--- config.mk ---
export PLATFORM = sky130hd
export DESIGN_NAME = uctx_channel
export DESIGN_NICKNAME = d
export VERILOG_FILES = /design/src/verilog/uctx_pkg.sv /design/src/verilog/uctx_channel.sv
export SDC_FILE = /design/constraint.sdc
export NUM_CORES = 1
export LEC_CHECK = 0
export ABC_AREA = 0
export ABC_CLOCK_PERIOD_IN_PS = 6200
export BUFFER_PORTS_ARGS = -buffer_cell sky130_fd_sc_hd__buf_2
export CORE_MARGIN = 8
export CORE_UTILIZATION = 40
export CTS_CLUSTER_DIAMETER = 120
export DETAILED_ROUTE_END_ITERATION = 8
export GPL_TIMING_DRIVEN = 0
export SLEW_MARGIN = 20
export SYNTH_ARGS = -nofsm -noshare
export SYNTH_HDL_FRONTEND = slang
export SYNTH_SLANG_ARGS = --single-unit
--- constraint.sdc ---
create_clock -name mclk -period 6.2 [get_ports mclk]
set_clock_uncertainty 0.15 [all_clocks]
set_input_delay 1.24 -clock mclk [delete_from_list [all_inputs] [get_ports mclk]]
set_output_delay 1.24 -clock mclk [all_outputs]
set_load 0.02 [all_outputs]
--- src/verilog/uctx_pkg.sv ---
package uctx_pkg;

	// =====================================================================
	// command codes on the command port
	// =====================================================================
	typedef enum logic [3:0] {
		UCTX_CMD_NONE,
		UCTX_CMD_RX_EN,
		UCTX_CMD_RX_DIS,
		UCTX_CMD_TX_EN,
		UCTX_CMD_TX_DIS,
		UCTX_CMD_RX_RESET,
		UCTX_CMD_TX_RESET,
		UCTX_CMD_ERR_RESET,
		UCTX_CMD_BRK_START,
		UCTX_CMD_BRK_STOP
	} uctx_cmd_t;

	// =====================================================================
	// register offsets (byte addresses, one word each)
	// =====================================================================
	localparam logic [3:0] UCTX_OFS_MODE    = 4'h0;
	localparam logic [3:0] UCTX_OFS_STATUS  = 4'h4;
	localparam logic [3:0] UCTX_OFS_COMMAND = 4'h8;
	localparam logic [3:0] UCTX_OFS_DATA    = 4'hC;

	// mode register field positions
	localparam int UCTX_MODE_BITS_LO  = 0;
	localparam int UCTX_MODE_PAR_TYPE = 2;
	localparam int UCTX_MODE_PAR_LO   = 3;
	localparam int UCTX_MODE_ERR_BLK  = 5;
	localparam int UCTX_MODE_RX_INT   = 6;
	localparam int UCTX_MODE_RX_RTS   = 7;
	localparam int UCTX_MODE_STOP2    = 8;
	localparam int UCTX_MODE_CTS_EN   = 9;
	localparam int UCTX_MODE_TX_RTS   = 10;
	localparam int UCTX_MODE_X1       = 11;
	localparam logic [11:0] UCTX_MODE_RESET = 12'h003;

	// status register bit positions
	localparam int UCTX_ST_RX_CHAR_AVAILABLE_FLAG = 0;
	localparam int UCTX_ST_FULL  = 1;
	localparam int UCTX_ST_TX_HOLDING_FREE_FLAG = 2;
	localparam int UCTX_ST_TX_FULLY_DRAINED_FLAG = 3;
	localparam int UCTX_ST_OVR   = 4;
	localparam int UCTX_ST_PE    = 5;
	localparam int UCTX_ST_FE    = 6;
	localparam int UCTX_ST_BRK   = 7;

	// =====================================================================
	// timing and sizes
	// =====================================================================
	localparam int         UCTX_DEPTH     = 3;
	localparam logic [3:0] UCTX_QUAL_TICK = 4'h7;
	localparam logic [3:0] UCTX_BIT_TICKS = 4'hF;
	localparam logic [3:0] UCTX_HALF_TICK = 4'h7;
	localparam logic [1:0] UCTX_BRK_EDGES = 2'h2;

	// queue entry: data plus per-character error bits
	typedef struct packed {
		logic       brk;
		logic       fe;
		logic       pe;
		logic [7:0] data;
	} uctx_entry_t;

	typedef enum logic [2:0] {
		UCTX_TX_IDLE,
		UCTX_TX_START,
		UCTX_TX_DATA,
		UCTX_TX_PAR,
		UCTX_TX_STOP
	} uctx_tx_t;

	typedef enum logic [2:0] {
		UCTX_RX_HUNT,
		UCTX_RX_QUAL,
		UCTX_RX_DATA,
		UCTX_RX_PAR,
		UCTX_RX_STOP,
		UCTX_RX_REHUNT,
		UCTX_RX_BRK
	} uctx_rx_t;

endpackage : uctx_pkg

--- src/verilog/uctx_channel.sv ---
`timescale 1ns/1ps
// Functional notes
// holding register buffers one character ahead
// no holding load while transmitter disabled
// start, data lsb first, parity, stops
// idle marks high, drained flag set
// disable finishes the character in progress
// break command holds line low
// transmitter reset stops at once
// clear-to-send gates character start
// tx request-to-send drops one bit later
// start qualified at half bit
// finished character queued, ready flag set
// rehunt immediately, framing restart rule
// break loads zero, ends after high
// three-deep first-in-first-out queue
// ready and full flags, selectable interrupt
// data read pops, status read does not
// per-character error bits, overrun global
// character or block error reporting
// full queue holds one, then overrun
// rx request-to-send drops when full
// receiver disable drops partial character
// receiver reset realigns pointers, keeps data
// transmitter runs only after enable
// block errors clear by command only
// false start edge discarded
module uctx_channel
	import uctx_pkg::*;
(
	input  wire logic        mclk,
	input  wire logic        nrst,
	input  wire logic        clk_en,
	input  wire logic        baud_tick,
	input  wire logic        ref_clk_tick,
	input  wire logic [3:0]  addr,
	input  wire logic [11:0] wdata,
	input  wire logic        wr_stb,
	input  wire logic        rd_stb,
	output logic      [11:0] rdata,
	input  wire logic        serial_in,
	output logic             serial_out_line_chan_a,
	input  wire logic        clear_to_send_in_n,
	output logic             request_to_send_out_n,
	output logic             rx_irq
);

	// =====================================================================
	// state
	// =====================================================================
	typedef struct packed {
		logic [11:0] mode;        // format and control
		logic        tx_en;       // transmitter enabled
		logic        rx_en;       // receiver enabled
		logic        brk;         // break being sent
		logic        hold_full;   // holding register loaded
		logic [7:0]  hold;        // holding register
		uctx_tx_t    tx_st;       // transmit state
		logic [7:0]  tx_sh;       // transmit shift
		logic [3:0]  tx_tick;     // ticks within bit
		logic [2:0]  tx_bit;      // bit index
		logic        tx_par;      // running parity
		logic        tx_out;      // line level
		logic        rts_tx_arm;  // waiting to drop
		logic        rts;         // request asserted
		uctx_rx_t    rx_st;       // receive state
		logic [3:0]  rx_tick;
		logic [2:0]  rx_bit;
		logic [7:0]  rx_sh;
		logic        rx_par;
		logic        rx_prev;     // last sampled input
		logic        wait_full;   // char waiting in shift
		uctx_entry_t wait_ent;
		logic        ovr;         // overrun status
		logic [1:0]  brk_hi;      // ref edges seen high
		uctx_entry_t [UCTX_DEPTH-1:0] q;
		logic [1:0]  rd_ptr;
		logic [1:0]  wr_ptr;
		logic [1:0]  cnt;
		logic [2:0]  blk_err;     // accumulated errors
		logic [11:0] rdata;
	} uctx_state_t;

	uctx_state_t s;
	uctx_state_t next_s;

	// index of the last data bit from mode field
	function automatic logic [2:0] last_bit(input logic [1:0] sel);
		last_bit = 3'h4 + {1'b0, sel};
	endfunction : last_bit

	// wrap-around pointer step over three slots
	function automatic logic [1:0] ptr_inc(input logic [1:0] p);
		ptr_inc = (p == 2'h2) ? 2'h0 : p + 2'h1;
	endfunction : ptr_inc

	// parity bit for a running xor and mode
	function automatic logic par_bit(input logic x, input logic [11:0] m);
		par_bit = (m[UCTX_MODE_PAR_LO+:2] == 2'h1) ? m[UCTX_MODE_PAR_TYPE]
			: (x ^ m[UCTX_MODE_PAR_TYPE]);
	endfunction : par_bit

	logic        par_on;      // parity bit present
	logic        cmd_wr;      // command write
	uctx_cmd_t   cmd;         // decoded command
	logic        pop;         // data read pops queue
	uctx_entry_t head;        // queue head
	logic [2:0]  err_view;    // error bits shown
	logic        x1_mode;     // 1x clock mode
	logic        bit_end;     // transmit bit boundary
	logic        rx_mid;      // receive sample point

	assign par_on   = s.mode[UCTX_MODE_PAR_LO+1] == 1'b0;
	assign cmd_wr   = wr_stb && (addr == UCTX_OFS_COMMAND);
	assign cmd      = uctx_cmd_t'(wdata[3:0]);
	assign pop      = rd_stb && (addr == UCTX_OFS_DATA) && (s.cnt != 2'h0);
	assign head     = s.q[s.rd_ptr];
	assign x1_mode  = s.mode[UCTX_MODE_X1];
	assign bit_end  = baud_tick && (x1_mode || s.tx_tick == UCTX_BIT_TICKS);
	assign rx_mid   = baud_tick && (x1_mode || s.rx_tick == UCTX_BIT_TICKS);

	// character or block view
	assign err_view = s.mode[UCTX_MODE_ERR_BLK] ? s.blk_err
		: ((s.cnt != 2'h0) ? {head.brk, head.fe, head.pe} : 3'h0);

	// =====================================================================
	// next-state logic
	// =====================================================================
	always_comb begin
		next_s = s;
		next_s.rdata = 12'h000;
		// ---- bus reads ----
		if (rd_stb && addr == UCTX_OFS_MODE) begin
			next_s.rdata = s.mode;
		end else if (rd_stb && addr == UCTX_OFS_STATUS) begin
			// status read leaves queue alone
			next_s.rdata = {4'h0, err_view[2], err_view[1], err_view[0], s.ovr,
				!s.hold_full && s.tx_st == UCTX_TX_IDLE, !s.hold_full && s.tx_en,
				s.cnt == 2'h3, s.cnt != 2'h0};
		end else if (rd_stb && addr == UCTX_OFS_DATA) begin
			next_s.rdata = {4'h0, head.data};
		end
		// pop oldest character
		if (pop) begin
			next_s.rd_ptr = ptr_inc(s.rd_ptr);
			next_s.cnt    = s.cnt - 2'h1;
		end
		// ---- bus writes ----
		if (wr_stb && addr == UCTX_OFS_MODE) begin
			next_s.mode = wdata;
		end
		// loads refused while disabled
		if (wr_stb && addr == UCTX_OFS_DATA && s.tx_en && !s.hold_full) begin
			// load clears the free flag
			next_s.hold      = wdata[7:0];
			next_s.hold_full = 1'b1;
		end

		// ---- transmitter ----
		if (baud_tick && s.tx_st != UCTX_TX_IDLE) begin
			next_s.tx_tick = s.tx_tick + 4'h1;
		end
		case (s.tx_st)
			UCTX_TX_IDLE: begin
				// idle line marks
				next_s.tx_out = 1'b1;
				// start only with clear-to-send low
				if (baud_tick && next_s.hold_full
					&& !(s.mode[UCTX_MODE_CTS_EN] && clear_to_send_in_n)) begin
					// move holding into shift
					next_s.tx_sh     = next_s.hold;
					next_s.hold_full = 1'b0;
					next_s.tx_st     = UCTX_TX_START;
					next_s.tx_tick   = 4'h0;
					next_s.tx_par    = 1'b0;
					next_s.tx_out    = 1'b0;
					next_s.rts_tx_arm = 1'b0;
				end
			end
			UCTX_TX_START: begin
				// start bit then data
				if (bit_end) begin
					next_s.tx_st  = UCTX_TX_DATA;
					next_s.tx_bit = 3'h0;
					next_s.tx_out = s.tx_sh[0];
					next_s.tx_par = s.tx_sh[0];
				end
			end
			UCTX_TX_DATA: begin
				// lsb first, then parity
				if (bit_end) begin
					if (s.tx_bit == last_bit(s.mode[UCTX_MODE_BITS_LO+:2])) begin
						next_s.tx_st  = par_on ? UCTX_TX_PAR : UCTX_TX_STOP;
						next_s.tx_out = par_on ? par_bit(s.tx_par, s.mode) : 1'b1;
						next_s.tx_bit = 3'h0;
					end else begin
						next_s.tx_bit = s.tx_bit + 3'h1;
						next_s.tx_out = s.tx_sh[s.tx_bit + 3'h1];
						next_s.tx_par = s.tx_par ^ s.tx_sh[s.tx_bit + 3'h1];
					end
				end
			end
			UCTX_TX_PAR: begin
				if (bit_end) begin
					next_s.tx_st  = UCTX_TX_STOP;
					next_s.tx_out = 1'b1;
					next_s.tx_bit = 3'h0;
				end
			end
			UCTX_TX_STOP: begin
				// one or two stop bits
				if (bit_end) begin
					if (s.mode[UCTX_MODE_STOP2] && s.tx_bit == 3'h0) begin
						next_s.tx_bit = 3'h1;
					end else begin
						// back to idle; a loaded holding register still starts, even when disabled
						next_s.tx_st = UCTX_TX_IDLE;
					end
				end
			end
			default: next_s.tx_st = UCTX_TX_IDLE;
		endcase

		// drop request one bit after drain
		if (s.mode[UCTX_MODE_TX_RTS] && !s.tx_en && !s.hold_full
			&& s.tx_st == UCTX_TX_IDLE && s.rts) begin
			if (!s.rts_tx_arm) begin
				next_s.rts_tx_arm = 1'b1;
				next_s.tx_tick    = 4'h0;
			end else if (baud_tick) begin
				next_s.tx_tick = s.tx_tick + 4'h1;
				if (x1_mode || s.tx_tick == UCTX_BIT_TICKS) begin
					next_s.rts = 1'b0;
				end
			end
		end

		// ---- receiver ----
		if (baud_tick) begin
			next_s.rx_prev = serial_in;
			next_s.rx_tick = s.rx_tick + 4'h1;
		end
		case (s.rx_st)
			UCTX_RX_HUNT: begin
				// watch for falling edge
				if (baud_tick && s.rx_en && s.rx_prev && !serial_in) begin
					next_s.rx_st   = UCTX_RX_QUAL;
					next_s.rx_tick = 4'h0;
				end
			end
			UCTX_RX_QUAL: begin
				// qualify at half bit
				if (baud_tick && (x1_mode || s.rx_tick == UCTX_QUAL_TICK)) begin
					if (serial_in) begin
						// false start, hunt again
						next_s.rx_st = UCTX_RX_HUNT;
					end else begin
						next_s.rx_st   = UCTX_RX_DATA;
						next_s.rx_tick = 4'h0;
						next_s.rx_bit  = 3'h0;
						next_s.rx_sh   = 8'h00;
						next_s.rx_par  = 1'b0;
						// overrun flagged at new start
						if (s.wait_full) begin
							next_s.ovr = 1'b1;
						end
						// full queue drops request
						if (s.mode[UCTX_MODE_RX_RTS] && s.cnt == 2'h3) begin
							next_s.rts = 1'b0;
						end
					end
				end
			end
			UCTX_RX_DATA: begin
				if (rx_mid) begin
					next_s.rx_sh[s.rx_bit] = serial_in;
					next_s.rx_par = s.rx_par ^ serial_in;
					next_s.rx_bit = s.rx_bit + 3'h1;
					if (s.rx_bit == last_bit(s.mode[UCTX_MODE_BITS_LO+:2])) begin
						next_s.rx_st = par_on ? UCTX_RX_PAR : UCTX_RX_STOP;
					end
				end
			end
			UCTX_RX_PAR: begin
				if (rx_mid) begin
					next_s.rx_par = (serial_in != par_bit(s.rx_par, s.mode));
					next_s.rx_st  = UCTX_RX_STOP;
				end
			end
			UCTX_RX_STOP: begin
				if (rx_mid) begin
					// assembled character goes to queue
					// error bits travel with the character
					next_s.wait_full = 1'b1;
					next_s.wait_ent  = '{brk: 1'b0, fe: !serial_in,
						pe: par_on && s.rx_par, data: s.rx_sh};
					next_s.rx_tick   = 4'h0;
					if (!serial_in && s.rx_sh == 8'h00) begin
						// break loads zero character
						next_s.wait_ent.brk = 1'b1;
						next_s.wait_ent.pe  = 1'b0;
						next_s.rx_st  = UCTX_RX_BRK;
						next_s.brk_hi = 2'h0;
					end else if (!serial_in) begin
						next_s.rx_st = UCTX_RX_REHUNT;
					end else begin
						// hunt again immediately
						next_s.rx_st = UCTX_RX_HUNT;
					end
					if (s.wait_full) begin
						// older waiting character lost
						next_s.ovr = 1'b1;
					end
				end
			end
			UCTX_RX_REHUNT: begin
				// still low half bit on: new start
				if (baud_tick && (x1_mode || s.rx_tick == UCTX_HALF_TICK)) begin
					next_s.rx_st   = serial_in ? UCTX_RX_HUNT : UCTX_RX_QUAL;
					next_s.rx_tick = 4'h0;
					next_s.rx_bit  = 3'h0;
					next_s.rx_sh   = 8'h00;
					next_s.rx_par  = 1'b0;
				end
			end
			UCTX_RX_BRK: begin
				// end after two high reference edges
				if (!serial_in) begin
					next_s.brk_hi = 2'h0;
				end else if (ref_clk_tick) begin
					next_s.brk_hi = s.brk_hi + 2'h1;
					if (s.brk_hi + 2'h1 == UCTX_BRK_EDGES) begin
						next_s.rx_st = UCTX_RX_HUNT;
					end
				end
			end
			default: next_s.rx_st = UCTX_RX_HUNT;
		endcase

		// waiting char fills topmost empty slot
		if (s.wait_full && next_s.cnt != 2'h3) begin
			next_s.q[s.wr_ptr] = s.wait_ent;
			next_s.wr_ptr      = ptr_inc(s.wr_ptr);
			next_s.cnt         = next_s.cnt + 2'h1;
			// a character finishing this cycle keeps waiting, whatever state follows
			next_s.wait_full   = (s.rx_st == UCTX_RX_STOP) && rx_mid;
		end
		// request back once a slot frees
		if (s.mode[UCTX_MODE_RX_RTS] && !s.rts && next_s.cnt != 2'h3 && pop) begin
			next_s.rts = 1'b1;
		end
		// block view ORs chars reaching the head
		if (pop && s.cnt > 2'h1) begin
			next_s.blk_err = next_s.blk_err | {s.q[ptr_inc(s.rd_ptr)].brk,
				s.q[ptr_inc(s.rd_ptr)].fe, s.q[ptr_inc(s.rd_ptr)].pe};
		end
		if (s.cnt == 2'h0 && next_s.cnt != 2'h0) begin
			next_s.blk_err = next_s.blk_err | {s.wait_ent.brk, s.wait_ent.fe,
				s.wait_ent.pe};
		end

		// ---- commands, applied last ----
		if (cmd_wr) begin
			case (cmd)
				// transmitter enabled by command
				UCTX_CMD_TX_EN: begin
					next_s.tx_en = 1'b1;
					next_s.rts   = 1'b1;
				end
				UCTX_CMD_TX_DIS: next_s.tx_en = 1'b0;
				UCTX_CMD_RX_EN: next_s.rx_en = 1'b1;
				// disable drops partial character
				UCTX_CMD_RX_DIS: begin
					next_s.rx_en = 1'b0;
					next_s.rx_st = UCTX_RX_HUNT;
				end
				// break on and off
				UCTX_CMD_BRK_START: next_s.brk = 1'b1;
				UCTX_CMD_BRK_STOP: next_s.brk = 1'b0;
				// error reset clears accumulation
				UCTX_CMD_ERR_RESET: begin
					next_s.blk_err = 3'h0;
					next_s.ovr     = 1'b0;
				end
				// stop transmitter at once
				UCTX_CMD_TX_RESET: begin
					next_s.tx_en     = 1'b0;
					next_s.tx_st     = UCTX_TX_IDLE;
					next_s.hold_full = 1'b0;
					next_s.tx_out    = 1'b1;
					next_s.brk       = 1'b0;
				end
				// realign pointers, stored data kept
				UCTX_CMD_RX_RESET: begin
					next_s.rx_en     = 1'b0;
					next_s.rx_st     = UCTX_RX_HUNT;
					next_s.wait_full = 1'b0;
					next_s.rd_ptr    = next_s.wr_ptr;
					next_s.cnt       = 2'h0;
					next_s.blk_err   = 3'h0;
					next_s.ovr       = 1'b0;
					next_s.q[s.rd_ptr].pe  = 1'b0;
					next_s.q[s.rd_ptr].fe  = 1'b0;
					next_s.q[s.rd_ptr].brk = 1'b0;
				end
				default: next_s.tx_en = s.tx_en;
			endcase
		end
	end

	// =====================================================================
	// registers
	// =====================================================================
	always_ff @(posedge mclk or negedge nrst) begin
		if (!nrst) begin
			s        <= '0;
			s.mode   <= UCTX_MODE_RESET;
			s.tx_out <= 1'b1;
			s.rx_prev <= 1'b1;
		end else if (clk_en) begin
			s <= next_s;
		end
	end

	// break overrides the line
	assign serial_out_line_chan_a = s.tx_out && !s.brk;
	assign request_to_send_out_n  = !s.rts;
	assign rdata                  = s.rdata;
	// interrupt source selectable
	assign rx_irq = s.mode[UCTX_MODE_RX_INT] ? (s.cnt == 2'h3) : (s.cnt != 2'h0);

	// =====================================================================
	// checks
	// =====================================================================
	a_tx_refuse_load: assert property (@(posedge mclk) disable iff (!nrst)
		(clk_en && !s.tx_en && !s.hold_full) |=> !s.hold_full)
		else $error("holding load while disabled");
	a_queue_depth_max: assert property (@(posedge mclk) disable iff (!nrst)
		(s.cnt == 2'h3) |-> (s.rd_ptr == s.wr_ptr && s.wr_ptr != 2'h3))
		else $error("full queue pointers out of step");
	a_status_no_pop: assert property (@(posedge mclk) disable iff (!nrst)
		(clk_en && rd_stb && addr == UCTX_OFS_STATUS && !s.wait_full) |=> $stable(s.cnt))
		else $error("status read moved queue");
	a_break_line_low: assert property (@(posedge mclk) disable iff (!nrst)
		s.brk |-> !serial_out_line_chan_a)
		else $error("line high during break");
	a_idle_marks: assert property (@(posedge mclk) disable iff (!nrst)
		(s.tx_st == UCTX_TX_IDLE && !s.brk) |-> serial_out_line_chan_a)
		else $error("idle line not marking");
	a_irq_full_sel: assert property (@(posedge mclk) disable iff (!nrst)
		(s.mode[UCTX_MODE_RX_INT] && s.cnt == 2'h2) |-> !rx_irq)
		else $error("full interrupt too early");
	a_tx_reset_stop: assert property (@(posedge mclk) disable iff (!nrst)
		(clk_en && cmd_wr && cmd == UCTX_CMD_TX_RESET) |=> (s.tx_st == UCTX_TX_IDLE && !s.tx_en))
		else $error("transmitter reset ignored");
	a_rx_dis_stop: assert property (@(posedge mclk) disable iff (!nrst)
		(clk_en && cmd_wr && cmd == UCTX_CMD_RX_DIS) |=> s.rx_st == UCTX_RX_HUNT)
		else $error("receiver kept assembling");

endmodule : uctx_channel

==> impl_metrics.yaml, run 1 <==
die:
  die_w_um: 153
  die_h_um: 153
  coreArea_um2: 18600
  ios: 40
  fp-row-count: 50
  start_util: 0.404
  dieArea_um2: 23400
yosys:
  yosysWarnings: 0
  syn_avg_cell_area_um2: 9.88
  synth_top_flop_cell: "dfrtp_1"
  synthesis.area_um2: 7500
  synthCells: 759
  syn_nets: 794
  ys_seq_area_frac: 0.451
  yosysUniqueCellTypes: 80
  synth_edf_count: 0
  async_flop_share: 1.00
  ys_ff_latch: 135
min_path:
  hold_depth: 2
  hold_path_end: "s[101]"
  hp-start: "s[101]"
  holdCritPathClass: "reg -> reg"
drt:
  wirelength_um: 20000
  routedWlPerCell_um: 18.8
  antenna_left: 0
  drc: 0
  first_pass_iters: 5
  dr.first_iter.drc_count: 447
  viasPerCell: 5.69
  vias: 6048
sta:
  maxSlewViolCount: 0
  fin_tns_setup_ns: 0
  rsz0062_at_grt: "false"
  clock.fmax_ghz: 0.240
  worstMarginPinSlew_ns: 1.10
  min_period_ns: 4.16
  finalCritPeriodShare: 0.672
  max_slew_margin: 0.260
  worst_slack_ns: 2.04
  setup_viol: 0
  hold_viol: 0
global_route:
  grt_pass1_vias: 5882
  grt_pass1_wl_um: 32800
  antenna_found_initial: 0
  grt.total_usage: 0.175
  grt_overflow_total: 0
  grt_max_degree: 82
flow_run:
  drv_cap: 0
layout:
  drive_above_1_share: 0.198
  fillers: 1788
  syn2layout_area_growth_pct: 14.5
  final_net_count: 850
  finalNonFillerCells: 1062
power:
  p_leak_uw: 0.00376
  ir_worst_vdd_uv: 197
  p_per_area_nw_per_um2: 348
  totalPowerFinal_uw: 2980
cts:
  post-cts-setup-buffer-count: 0
  cts.sinks: 135
  postCtsHoldBufs: 0
  cts_tree: "built"
  htreeDepth: 4
  cts.clk_slew.worst_paths_ns: 0.06
  cts_root_buffer: "clkbuf_16"
  clock_path_buffers: 2
  insertion_delay_ns: 0.42
  ctsResizeCount: 0
  numCtsBuffers: 17
worst_setup_path:
  cp.required_ns: 6.36
  r2r_start: "s[15]"
  r2r_cells: 11
  critPathMaxFanout: 10
  end_kind: "flop"
  critPathLaunchType: "input pin"
  criticalPathCategory: "in -> reg"
  worstPathArrival_ns: 4.32
  worst-r2r-setup-slack_ns: 2.41
  crit_start: "addr[1]"
place:
  place_hpwl_um: 14500
  place_ws_ns: 1.57
  portBuffers: 36
  dp_cells: 1030
  routabilityCongestion: 0.866
run_status:
  outcome: "complete, no violations"
[cell families after synthesis]
group                    synth area share
buffers and inverters              0.0482
multiplexers                        0.134
AND/OR/NAND/NOR                     0.166
XOR/XNOR                           0.0105
adder cells (fa/ha/maj)            0.0167
AO/OA/AOI/OAI                       0.174
flip-flops                          0.451
[synth_stat cells (all sizes together) (5+ instances only)]
| master | n | area (um2) |
|---|---|---|
| a31oi | 8 | 50.1 |
| o21a | 5 | 37.5 |
| nor4 | 8 | 56.3 |
| o21ai | 54 | 270 |
| nor3 | 16 | 101 |
| nor3b | 7 | 52.6 |
| o31ai | 6 | 50.1 |
| clkbuf | 33 | 124 |
| or3 | 7 | 43.8 |
| a22o | 9 | 80.1 |
| xnor2 | 9 | 78.8 |
| nand4 | 14 | 87.6 |
| nand2 | 73 | 274 |
| a21oi | 43 | 215 |
| nor2b | 7 | 46.3 |
| mux2 | 53 | 597 |
| a21o | 8 | 60.1 |
| nand2b | 13 | 81.3 |
| dfrtp | 131 | 3280 |
| o22a | 7 | 61.3 |
| ha | 10 | 125 |
| buf | 24 | 148 |
| nor2 | 45 | 171 |
| inv | 23 | 86.3 |
| mux2i | 36 | 360 |
| o2bb2ai | 8 | 70.1 |
| nand3 | 22 | 110 |
[layer usage]
layer  vias up  share of wire  global-route usage
met1      2940           0.48               0.246
met3        34          0.056              0.0398
met4         0          0.026              0.0683
met2       175           0.44               0.256
met5         -              0                   0
li1       2899              -                   -
[report_power, final]
part           switching, uW  internal, uW  total [uW]
logic                    505           328         833
registers                135          1010        1150
clock network            409           595        1000
total                   1050          1940        2980
[cell usage in the layout (no fill, tap or decap), types with 22 or more instances in the layout]
cell type	count
a21oi_1	43
buf_2	45
clkbuf_1	34
dfrtp_1	131
inv_1	23
mux2_2	53
mux2i_1	36
nand2_1	73
nand3_1	22
nor2_1	44
o21ai_0	53
[worst max-delay path by stage]
stage          endpoint  slack (ns)  cells after the start
3_3_place_gp       flop        1.59                     10
5_1_grt            flop        1.78                     10
4_1_cts            flop        2.02                     10
3_5_place_dp       flop        1.57                     10
6_report           flop        2.04                     10
2_1_floorplan      flop        2.36                      9
[cell type report]
cell class                      instances  area [um2]  share of cell area
Sequential cell                       135        3380               0.394
Buffer                                 57         272              0.0316
Multi-Input combinational cell        543        3750               0.437
Antenna cell                            1        2.50            0.000291
Clock inverter                         13         144              0.0168
Clock buffer                           18         429              0.0500
Inverter                               24        90.1              0.0105
Tap cell                              234         293              0.0341
Timing Repair Buffer                   37         218              0.0254
[critical path, cell delays in order]
cell	delay, ns
buf_2	0.12
nor3b_1	0.60
and2_1	0.22
buf_2	0.21
a21oi_1	0.12
ha_1	0.23
nand3b_1	0.26
nor3_1	0.33
clkbuf_1	0.59
mux2_2	0.41
[per-stage QoR]
stage / cell area (um2) / utilization / hold slack (ns)
2_1_floorplan: 7500 / - / 0.295
3_3_place_gp: 7970 / 0.429 / 0.316
3_5_place_dp: 8010 / 0.431 / 0.322
4_1_cts: 8580 / 0.462 / 0.336
5_1_grt: 8580 / 0.462 / 0.354
6_report: 8590 / 0.462 / 0.331
Note: power is estimated with default switching activity, not from simulation.
==> inputs of run 2 (changes only) <==
--- a/config.mk
+++ b/config.mk
@@ -6,7 +6,7 @@
 export NUM_CORES = 1
 export LEC_CHECK = 0
 export ABC_AREA = 0
-export ABC_CLOCK_PERIOD_IN_PS = 6200
+export ABC_CLOCK_PERIOD_IN_PS = 3500
 export BUFFER_PORTS_ARGS = -buffer_cell sky130_fd_sc_hd__buf_2
 export CORE_MARGIN = 8
 export CORE_UTILIZATION = 40
==> constraint.sdc (replaced) <==
create_clock -name mclk -period 3.5 [get_ports mclk]
set_clock_uncertainty 0.15 [all_clocks]
set_input_delay 0.7 -clock mclk [delete_from_list [all_inputs] [get_ports mclk]]
set_output_delay 0.7 -clock mclk [all_outputs]
set_load 0.02 [all_outputs]
==> impl_metrics.yaml, run 2 (synthesis gave the netlist of run 1 again) <==
run_status:
  outcome: "complete, no violations"
global_route:
  grt_pass1_wl_um: 32800
  grt_max_degree: 82
  grt_pass1_vias: 5882
  grt.total_usage: 0.175
  antenna_found_initial: 0
  grt_overflow_total: 0
worst_setup_path:
  path_buf_inv: 4
  cp_slowest_stage_delay_ns: 0.45
  critical-path-slowest-cell: "dfrtp_2"
  critPathLaunchType: "flop"
  cp_top_family: "buffers and inverters"
  cp.required_ns: 3.66
  path_cells: "inv_1 > ha_2 > and3b_1 > and2_1 > buf_2 > xnor2_1 > ha_1 > nand3b_1 > buf_4 > nor3b_2 > clkbuf_4 > mux2_2"
  end_kind: "flop"
  critPathMaxFanout: 10
  criticalPathCategory: "reg -> reg"
  worstPathArrival_ns: 3.42
sta:
  worstMarginPinSlew_ns: 1.10
  clock.fmax_ghz: 0.306
  rsz0062_at_grt: "false"
  setup_viol: 0
  max_slew_margin: 0.258
  finalCritPeriodShare: 0.932
  hold_viol: 0
  min_period_ns: 3.26
  maxSlewViolCount: 0
die:
  dieArea_um2: 23400
  ios: 40
  die_w_um: 153
  fp-row-count: 50
  coreArea_um2: 18600
  start_util: 0.404
  die_h_um: 153
power:
  p_leak_uw: 0.00377
  p_per_area_nw_per_um2: 613
  ir_worst_vdd_uv: 348
place:
  place_hpwl_um: 14500
  dp_cells: 1030
  portBuffers: 36
  dpl_cell_area_um2: 8010
  routabilityCongestion: 0.866
layout:
  mostFrequentLayoutCells: "dfrtp_1 (129), nand2_1 (73), o21ai_0 (53), mux2_2 (53), buf_2 (45)"
  final_area_um2: 8630
  final_common_cell: "dfrtp_1"
  syn2layout_area_growth_pct: 15.0
  finalNonFillerCells: 1063
  final_net_count: 851
  drive_above_1_share: 0.210
cts:
  clock_path_buffers: 2
  cts.sinks: 135
  htreeDepth: 4
  numCtsBuffers: 17
  cts_root_buffer: "clkbuf_16"
  insertion_delay_ns: 0.42
  cts.clk_slew.worst_paths_ns: 0.06
  postCtsHoldBufs: 0
  cts_tree: "built"
flow_run:
  drv_cap: 0
drt:
  first_pass_iters: 5
  vias: 6057
  drc: 0
  routedWlPerCell_um: 18.8
  dr.first_iter.drc_count: 507
  viasPerCell: 5.70
  antenna_left: 0
  wirelength_um: 20000
min_path:
  holdCritPathClass: "in -> async"
## run 2: where the power goes
group / internal, uW / total, uW / switching [uW]
Sequential: 1800 / 2040 / 239
Combinational: 587 / 1480 / 895
Clock: 1050 / 1770 / 722
## run 2: path summary, 6_finish.rpt
| path | depth (start not counted) | end | start | slack (ns) |
|---|---|---|---|---|
| max in group asynchronous | 2 | s[124] | nrst | 2.39 |
| min in group mclk | 2 | s[101] | s[101] | 0.33 |
| max | 12 | flop | s[15] | 0.24 |
| max reg2reg | 12 | flop | s[15] | 0.24 |
| min | 1 | rdata[0] | nrst | 0.03 |
| min reg2reg | 2 | s[101] | s[101] | 0.33 |
## run 2: layout make-up
cell class	count	area [um2]
Fill cell	1779	9950
Multi-Input combinational cell	543	3770
Sequential cell	135	3390
Clock buffer	18	429
Tap cell	234	293
Buffer	57	283
Timing Repair Buffer	38	225
Clock inverter	13	144
Inverter	24	90.1
Antenna cell	1	2.50
## run 2: stage by stage
step	TNS (ns)	total power (uW)	setup slack [ns]	utilization	hold slack, ns
finish	0	5290	0.237	0.464	0.0315
global route	0	5580	0.0321	0.464	0.0569
CTS	0	5300	0.0306	0.463	0.0423
detailed placement	-12.47	3510	-0.590	0.431	0.322
global placement	-62.00	3490	-0.572	0.429	0.316
floorplan	0	3070	0.205	-	0.254
## run 2: routing by layer
layer	GRT usage	share of wire	vias up
met5	0	0	-
met4	0.0683	0.025	0
met3	0.0398	0.065	30
met2	0.256	0.44	182
met1	0.246	0.47	2946
li1	-	-	2899
## run 2: what timing repair did
action,4_1_cts,5_1_grt
buffers inserted,0,1
setup endpoints to repair,26,28
resized for setup,6,9
pin swaps,0,0
endpoints found under the hold margin,0,0
gates cloned,0,0
